==> src/hw/drd_defs.vh <==
`ifndef DRD_DEFS_VH
`define DRD_DEFS_VH

// command codes
`define DRD_CMD_NATIVE_MAX   8'h27
`define DRD_CMD_READ         8'h20
`define DRD_CMD_READ_RETRY   8'h21
`define DRD_CMD_RETRY_BIT    0

// device register fields
`define DRD_DEV_LBA_BIT      6
`define DRD_DEV_HEAD_MSB     3

// error register bits
`define DRD_ERR_UNC_BIT      6
`define DRD_ERR_ABT_BIT      2

// status register bits
`define DRD_ST_BSY_BIT       7
`define DRD_ST_RDY_BIT       6
`define DRD_ST_DSC_BIT       4
`define DRD_ST_DRQ_BIT       3
`define DRD_ST_ERR_BIT       0

// counts and reset values
`define DRD_ZERO_COUNT_SECT  9'h100
`define DRD_WORDS_PER_SECT   256
`define DRD_NATIVE_MAX_DEF   48'h0000_0000_ffff
`define DRD_SECT_PER_TRACK   63
`define DRD_HEADS            16
`define DRD_BYTE_RESET       8'h00
`define DRD_WORD_RESET       16'h0000

`endif

==> src/hw/drd_addr_step.v <==
`timescale 1ns/1ps
`include "drd_defs.vh"

module drd_addr_step #(
    parameter SECT_PER_TRACK = `DRD_SECT_PER_TRACK,
    parameter HEADS          = `DRD_HEADS
) (
    input  wire        lba_mode_i,
    input  wire [27:0] addr_i,
    output reg  [27:0] next_addr_o
);

    reg [7:0]  sect;
    reg [3:0]  head;
    reg [15:0] cyl;

    // packed as {head, cylinder, sector} or a flat lba
    always @* begin
        sect = addr_i[7:0];
        head = addr_i[27:24];
        cyl  = addr_i[23:8];
        if (lba_mode_i) begin
            next_addr_o = addr_i + 28'h0000001;
        end else begin
            if (sect >= SECT_PER_TRACK[7:0]) begin
                sect = 8'h01;
                if ({1'b0, head} >= HEADS[4:0] - 5'h01) begin
                    head = 4'h0;
                    cyl  = cyl + 16'h0001;
                end else begin
                    head = head + 4'h1;
                end
            end else begin
                sect = sect + 8'h01;
            end
            next_addr_o = {head, cyl, sect};
        end
    end

endmodule // drd_addr_step

==> src/hw/drd_cmd_decoder.v <==
// Operation
// command 27h is decoded as the native maximum address query.
// the query reports the true native maximum, never a reduced one.
// 48-bit result split over low/mid/high, byte select picks upper half.
// codes 20h and 21h both start the same sector read.
// each sector is fetched from media before its data goes out.
// sector data leaves through the data port sixteen bits per transfer.
// an uncorrectable error stops the read at the failing sector.
// the sector count gives the sectors to read; zero means 256.
// chs mode takes sector, cylinder and head from the address registers.
// lba mode builds a 28-bit start address from the four registers.
// the retry bit of the read command code is ignored.
// at completion sector count holds sectors not transferred.
// at completion address registers hold the last transferred sector; after an uncorrectable error the code loads the failing sector there instead.
// host sets lba mode before the query and reads after busy clears.
// host reads the upper bytes by setting byte select and reading again.
`timescale 1ns/1ps
`include "drd_defs.vh"

module drd_cmd_decoder #(
    parameter [47:0] NATIVE_MAX     = `DRD_NATIVE_MAX_DEF,
    parameter        WORDS_PER_SECT = `DRD_WORDS_PER_SECT,
    parameter        SECT_PER_TRACK = `DRD_SECT_PER_TRACK,
    parameter        HEADS          = `DRD_HEADS
) (
    input  wire        clk_i,
    input  wire        rst_i,
    input  wire        cmd_wr_i,
    input  wire [7:0]  cmd_code_i,
    input  wire [7:0]  sect_count_i,
    input  wire [7:0]  lba_low_i,
    input  wire [7:0]  lba_mid_i,
    input  wire [7:0]  lba_high_i,
    input  wire [7:0]  device_i,
    input  wire        high_order_byte_select_i,
    input  wire        data_rd_i,
    input  wire        media_done_i,
    input  wire        media_unc_i,
    input  wire        media_word_valid_i,
    input  wire [15:0] media_word_i,
    output reg  [7:0]  status_o,
    output reg  [7:0]  error_o,
    output reg  [7:0]  sect_count_o,
    output reg  [7:0]  lba_low_o,
    output reg  [7:0]  lba_mid_o,
    output reg  [7:0]  lba_high_o,
    output reg  [7:0]  device_o,
    output reg  [15:0] data_o,
    output reg         media_req_o,
    output reg  [27:0] media_addr_o,
    output reg         media_lba_mode_o,
    output reg         media_word_req_o
);

    localparam [5:0] ST_IDLE  = 6'b000001;
    localparam [5:0] ST_FETCH = 6'b000010;
    localparam [5:0] ST_REQ   = 6'b000100;
    localparam [5:0] ST_WAIT  = 6'b001000;
    localparam [5:0] ST_HOST  = 6'b010000;
    localparam [5:0] ST_QUERY = 6'b100000;

    localparam integer WORDS_LAST = WORDS_PER_SECT - 1;
    localparam [8:0]   WORDS_M1   = WORDS_LAST[8:0];
    localparam [7:0]   CMD_QUERY  = `DRD_CMD_NATIVE_MAX;
    localparam [7:0]   CMD_READ   = `DRD_CMD_READ;
    localparam [7:0]   CMD_RETRY  = `DRD_CMD_READ_RETRY;

    reg [5:0]  state;
    reg [5:0]  next_state;
    reg [8:0]  remain;
    reg [8:0]  word_cnt;
    reg [27:0] cur_addr;
    reg        lba_mode;
    reg [47:0] res_addr;
    reg [8:0]  res_count;
    reg        busy;
    reg        drq;
    reg        err;
    reg        unc;
    reg        abt;
    reg        high_order_byte_select;
    wire [27:0] step_addr;
    wire [23:0] shown_addr;

    // query decode, shared by next state and command capture
    function is_query;
        input [7:0] code;
        begin
            is_query = (code == CMD_QUERY);
        end
    endfunction

    // read codes differ only in the retry bit, which changes nothing
    function is_read;
        input [7:0] code;
        begin
            is_read = (code == CMD_READ) || (code == CMD_RETRY); // see R4
        end
    endfunction

    function [7:0] pack_status;
        input bsy_f;
        input drq_f;
        input err_f;
        begin
            pack_status                  = 8'h00;
            pack_status[`DRD_ST_BSY_BIT] = bsy_f;
            pack_status[`DRD_ST_RDY_BIT] = 1'b1;
            pack_status[`DRD_ST_DSC_BIT] = 1'b1;
            pack_status[`DRD_ST_DRQ_BIT] = drq_f;
            pack_status[`DRD_ST_ERR_BIT] = err_f;
        end
    endfunction

    function [7:0] pack_error;
        input unc_f;
        input abt_f;
        begin
            pack_error                   = 8'h00;
            pack_error[`DRD_ERR_UNC_BIT] = unc_f;
            pack_error[`DRD_ERR_ABT_BIT] = abt_f;
        end
    endfunction

    drd_addr_step #(
        .SECT_PER_TRACK (SECT_PER_TRACK),
        .HEADS          (HEADS)
    ) u_step (
        .lba_mode_i  (lba_mode),
        .addr_i      (cur_addr),
        .next_addr_o (step_addr)
    );

    always @* begin
        next_state = state;
        case (state)
            ST_IDLE: begin
                if (cmd_wr_i) begin
                    if (is_query(cmd_code_i)) begin
                        next_state = ST_QUERY;
                    end else if (is_read(cmd_code_i)) begin
                        next_state = ST_FETCH;
                    end
                end
            end
            ST_QUERY: begin
                next_state = ST_IDLE;
            end
            ST_FETCH: begin
                if (media_done_i) begin
                    next_state = media_unc_i ? ST_IDLE : ST_REQ; // see R5
                end
            end
            ST_REQ: begin
                next_state = ST_WAIT;
            end
            ST_WAIT: begin
                if (media_word_valid_i) begin
                    next_state = ST_HOST;
                end
            end
            ST_HOST: begin
                if (data_rd_i) begin
                    if (word_cnt != WORDS_M1) begin
                        next_state = ST_REQ;
                    end else if (remain == 9'h001) begin
                        next_state = ST_IDLE;
                    end else begin
                        next_state = ST_FETCH;
                    end
                end
            end
            default: begin
                next_state = ST_IDLE;
            end
        endcase
    end

    always @(posedge clk_i) begin
        if (rst_i) begin
            state            <= ST_IDLE;
            remain           <= 9'h000;
            word_cnt         <= 9'h000;
            cur_addr         <= 28'h0000000;
            lba_mode         <= 1'b0;
            res_addr         <= 48'h000000000000;
            res_count        <= 9'h000;
            busy             <= 1'b0;
            drq              <= 1'b0;
            err              <= 1'b0;
            unc              <= 1'b0;
            abt              <= 1'b0;
            media_req_o      <= 1'b0;
            media_addr_o     <= 28'h0000000;
            media_lba_mode_o <= 1'b0;
            media_word_req_o <= 1'b0;
            data_o           <= `DRD_WORD_RESET;
        end else begin
            state            <= next_state;
            media_word_req_o <= 1'b0;
            case (state)
                ST_IDLE: begin
                    if (cmd_wr_i) begin
                        err <= 1'b0;
                        unc <= 1'b0;
                        abt <= 1'b0;
                        if (is_query(cmd_code_i)) begin
                            busy <= 1'b1;
                        end else if (is_read(cmd_code_i)) begin
                            busy     <= 1'b1;
                            lba_mode <= device_i[`DRD_DEV_LBA_BIT];
                            // chs and lba share one packing: see R9
                            cur_addr <= {device_i[`DRD_DEV_HEAD_MSB:0], lba_high_i,
                                         lba_mid_i, lba_low_i};
                            media_addr_o <= {device_i[`DRD_DEV_HEAD_MSB:0], lba_high_i,
                                             lba_mid_i, lba_low_i};
                            media_lba_mode_o <= device_i[`DRD_DEV_LBA_BIT];
                            media_req_o <= 1'b1;
                            remain <= (sect_count_i == 8'h00) ?
                                      `DRD_ZERO_COUNT_SECT : {1'b0, sect_count_i};
                        end else begin
                            abt <= 1'b1;
                            err <= 1'b1;
                        end
                    end
                end
                ST_QUERY: begin
                    res_addr  <= NATIVE_MAX; // see R2
                    res_count <= 9'h000;
                    busy      <= 1'b0;
                end
                ST_FETCH: begin
                    word_cnt <= 9'h000;
                    if (media_done_i) begin
                        media_req_o <= 1'b0;
                        if (media_unc_i) begin
                            busy      <= 1'b0;
                            err       <= 1'b1;
                            unc       <= 1'b1;
                            res_count <= remain;
                            res_addr  <= {20'h00000, cur_addr};
                        end else begin
                            media_word_req_o <= 1'b1;
                        end
                    end
                end
                ST_WAIT: begin
                    if (media_word_valid_i) begin
                        data_o <= media_word_i;
                        drq    <= 1'b1;
                    end
                end
                ST_HOST: begin
                    if (data_rd_i) begin
                        drq      <= 1'b0;
                        word_cnt <= word_cnt + 9'h001;
                        if (word_cnt != WORDS_M1) begin
                            media_word_req_o <= 1'b1;
                        end else begin
                            remain    <= remain - 9'h001;
                            res_addr  <= {20'h00000, cur_addr};
                            res_count <= remain - 9'h001;
                            cur_addr  <= step_addr;
                            if (remain == 9'h001) begin
                                busy <= 1'b0;
                            end else begin
                                media_addr_o <= step_addr;
                                media_req_o  <= 1'b1;
                            end
                        end
                    end
                end
                default: begin
                    drq <= drq;
                end
            endcase
        end
    end

    // byte select mux over the three address registers
    genvar gi;
    generate
        for (gi = 0; gi < 3; gi = gi + 1) begin : g_hob
            assign shown_addr[gi*8 +: 8] = high_order_byte_select ? res_addr[24 + gi*8 +: 8]
                                               : res_addr[gi*8 +: 8];
        end
    endgenerate

    always @(posedge clk_i) begin
        if (rst_i) begin
            high_order_byte_select          <= 1'b0;
            status_o     <= `DRD_BYTE_RESET;
            error_o      <= `DRD_BYTE_RESET;
            sect_count_o <= `DRD_BYTE_RESET;
            lba_low_o    <= `DRD_BYTE_RESET;
            lba_mid_o    <= `DRD_BYTE_RESET;
            lba_high_o   <= `DRD_BYTE_RESET;
            device_o     <= `DRD_BYTE_RESET;
        end else begin
            high_order_byte_select          <= high_order_byte_select_i;
            status_o     <= pack_status(busy, drq, err);
            error_o      <= pack_error(unc, abt);
            sect_count_o <= high_order_byte_select ? 8'h00 : res_count[7:0];
            lba_low_o    <= shown_addr[7:0];
            lba_mid_o    <= shown_addr[15:8];
            lba_high_o   <= shown_addr[23:16];
            device_o     <= {4'h0, res_addr[27:24]};
        end
    end

endmodule // drd_cmd_decoder

==> config.mk <==
export PLATFORM = sky130hd
export DESIGN_NAME = drd_cmd_decoder
export DESIGN_NICKNAME = d
export VERILOG_FILES = /design/src/hw/drd_addr_step.v /design/src/hw/drd_cmd_decoder.v
export VERILOG_INCLUDE_DIRS = /design/src /design/src/hw
export SDC_FILE = /design/constraint.sdc
export NUM_CORES = 1
export LEC_CHECK = 0
export ABC_CLOCK_PERIOD_IN_PS = 4000
export BUFFER_PORTS_ARGS = -buffer_cell sky130_fd_sc_hd__buf_2
export CORE_MARGIN = 2
export CORE_UTILIZATION = 59
export DETAILED_ROUTE_END_ITERATION = 10
export PLACE_DENSITY = 0.85
export SETUP_SLACK_MARGIN = 0.1
export SYNTH_ARGS = -nofsm -noshare
export SYNTH_HDL_FRONTEND = slang
export SYNTH_SLANG_ARGS = --single-unit
==> constraint.sdc <==
create_clock -name clk_i -period 4 [get_ports clk_i]
set_clock_uncertainty 0.15 [all_clocks]
set_input_delay 0.2 -clock clk_i [delete_from_list [all_inputs] [get_ports clk_i]]
set_output_delay 0.2 -clock clk_i [all_outputs]
set_load 0.01 [all_outputs]
==> summary.txt <==
Status
  – Outcome: completed

Finish
  – ANT cells: 0
  – Filler cell count: about 1.1k
  – Layout cells sized above 1: 18.9%
  – Final instance area: 9810 sq um
  – Commonest non-fill, non-tap cells in the layout: dfxtp_1, buf_2, nor2_1
  – Most common cell after layout, fill and taps aside: dfxtp_1
  – Final #Nets: roughly 1.2k
  – Area growth syn-to-layout: 19.6%

Clocking
  – CTS sink cnt: 183
  – Postcts setup bufs: 0
  – Clk buf depth: 2
  – Worst-Skew Late Latency: 0.43 ns
  – CTS tree: yes
  – Root Buffer: clkbuf_16
  – CTS resizes: 0
  – H-tree depth: 4
  – Clock-pin slew on the worst setup and hold paths: 0.07 ns
  – TritonCTS Buffers: 17

Synthesis
  – Number of flops mapped to enable cells by yosys: 0
  – Synth area leaders: dfxtp_1, nor2_1, nand2_1
  – Share of Yosys cell area claimed by the top area cell type: 44.7%
  – Most area-hungry cell type in the Yosys netlist: dfxtp_1
  – Ys async rst share: 0%
  – Top_reg_cell synth: dfxtp_1
  – Post-Syn Area per Cell: 8.25 sq um
  – Unique masters post-synth: 68
  – Cells after synthesis: 994
  – Yosys reg bits: 183
  – YS warnings: 0
  – Mapped cell area: 8200 sq um
  – Post-synthesis sequential area ratio: between 40 and 50%

Drt
  – Pre-antenna DRT Iters: 5
  – Vias per cell: between 5 and 6
  – DR iter-0 viols: 802
  – Via count: 7738
  – Drt wl/cell: roughly 16 um
  – Routed Antenna Nets: 0
  – Routed Wire Length: 21200 um
  – Post-route DRC: 0

Setup path
  – Reg-to-reg startpoint: state[4]
  – Critical path class: reg2reg
  – R2r worst-path depth: 7
  – Crit Reg-Reg Endpoint: res_addr[2]
  – Peak fanout along the critical path: 31
  – Startpoint types: flip-flop
  – Crit. End Element: flip-flop
  – Worst Path Required: 4.20 ns
  – Crit path DAT: 3.17 ns
  – R2R Setup Slk: 1.03 ns

Power and ir drop
  – Max rail drop VDD: ~0.32 mV
  – Final Power: 4760 uW
  – Leakage power: 0.00387 uW
  – Pwr per Cell Area: 485 nW/um^2

STA
  – Final worst slack: 1.03 ns
  – Pins Over Slew Limit: 0
  – Worst Tran Pin Value: between 1 and 1.5 ns
  – RSZ-0062 raised after global routing: false
  – Final Critical Period: 2.97 ns
  – Fmax: between 300 and 400 MHz
  – Max_slew headroom: a little under a third
  – Setup-failing EPs final: 0
  – Period utilisation layout: about 74%
  – Final Hold Vio Count: 0
  – Final TNS setup: 0 ns

Floorplanning
  – Die Y: 122 um
  – Die area: 14900 sq um
  – Core Footprint: 13700 sq um
  – Die Span X: 122 um
  – Row count: 43
  – Ports: 175
  – Initial Utilization: 59.8%

Global route
  – Initial antenna violation count: 1
  – GR Overflow Total: 0
  – Largest net degree at the start of global routing: 59
  – First-pass GRT wire length: 33500 um
  – All-layer global routing usage: 28.3%
  – Vias in the first global route: 6837

Min path
  – Hold Startpoint: sect_count_i[6]
  – WHS Path Cells: 4
  – Min-delay worst type: in2reg
  – Hold path endpoint: remain[6]

Place
  – Post-DP HPWL: 14400 um
  – GP Congestion: 0.976
  – Buffers added on ports: 158
  – Placed cell area: 8900 sq um
  – Setup WS pre-CTS: 1.13 ns

Run
  – Max Cap Viol: 0
[where the power goes]
group,total (uW),switching [uW],internal (uW)
clock network,1660,747,912
registers,2210,224,1990
logic,883,527,356
total,4760,1500,3260
[per-stage QoR]
step | cells | hold WS (ns) | utilization, %
global placement | 1266 | 0.278 | 64.9
detailed placement | 1266 | 0.275 | 64.9
global route | 1330 | 0.0194 | 71.5
finish | 1330 | 0.00283 | 71.5
floorplan | 1006 | 0.178 | -
CTS | 1330 | 0.00147 | 71.5
[registers in the layout, indices dropped and copies added (netlist names), 4 cells and up]
signal	cells
res_count	8
status_o	4
device_o	4
lba_high_o	8
word_cnt	9
lba_mid_o	8
state	6
data_o	16
res_addr	28
sect_count_o	8
media_addr_o	28
lba_low_o	8
cur_addr	28
remain	9
[worst max-delay path, cell delays in order (launching register included)]
cell and delay (ns):
dfxtp_1 0.50, xor2_1 0.17, o21ai_0 0.08, nor4_1 0.46, and3_1 0.94, buf_4 0.33
nor2_1 0.06, nor3_1 0.19
[kinds of logic (layout without fill, tap and decap cells)]
group / after synthesis / after routing / share of synthesized area [%]
AO/OA/AOI/OAI: 212 / 212 / 17.1
XOR/XNOR: 21 / 21 / 2.24
adder cells (fa/ha/maj): 7 / 7 / 1.07
buffers and inverters: 112 / 256 / 6.59
flip-flops: 183 / 183 / 44.7
multiplexers: 12 / 12 / 1.49
other: 1 / 13 / 0.0457
AND/OR/NAND/NOR: 446 / 446 / 26.8
[timing repair]
item | CTS | global route
hold buffers | 32 | 0
endpoints found under the setup margin | 0 | 0
endpoints found under the hold margin | 36 | 0
[area by class of cell]
class	instances	area, sq um	share of cell area, %
clock inverter	12	130	1.33
multi-input combinational	711	4050	41.3
clock buffer	20	457	4.66
inverter	23	86.3	0.880
timing repair buffer	201	1200	12.2
tap	180	225	2.30
sequential	183	3660	37.4
[metal layers]
metal  routed length [um]  GRT usage [%]
met1                 9330           40.5
met2                 9410           42.8
met3                 1770           5.48
met4                  629           10.3
met5                   12              0
[cells in the mapped netlist (all sizes together), types with 5 or more instances]
cell,count
a211oi,28
a21o,8
a21oi,52
a221oi,5
a311oi,7
a31oi,9
and2,35
and3,9
and4,5
buf,45
clkbuf,44
dfxtp,183
ha,7
inv,23
mux2i,10
nand2,113
nand3,42
nand4,11
nand4b,6
nor2,115
nor2b,12
nor3,60
nor3b,10
nor4,8
o21a,7
o21ai,43
o22ai,8
o32ai,12
or3,5
xnor2,14
xor2,7
[how the worst max path moves through the flow]
stage	startpoint	endpoint	slack, ns	depth (start not counted)
floorplan	cur_addr[0]	media_addr_o[19]	1.74	9
global placement	state[4]	res_addr[3]	1.18	7
detailed placement	state[4]	res_count[4]	1.13	7
CTS	word_cnt[0]	res_addr[2]	1.11	10
global route	word_cnt[0]	cur_addr[27]	0.76	10
finish	state[4]	res_addr[2]	1.03	7
Power figures use the tool's default switching activity.
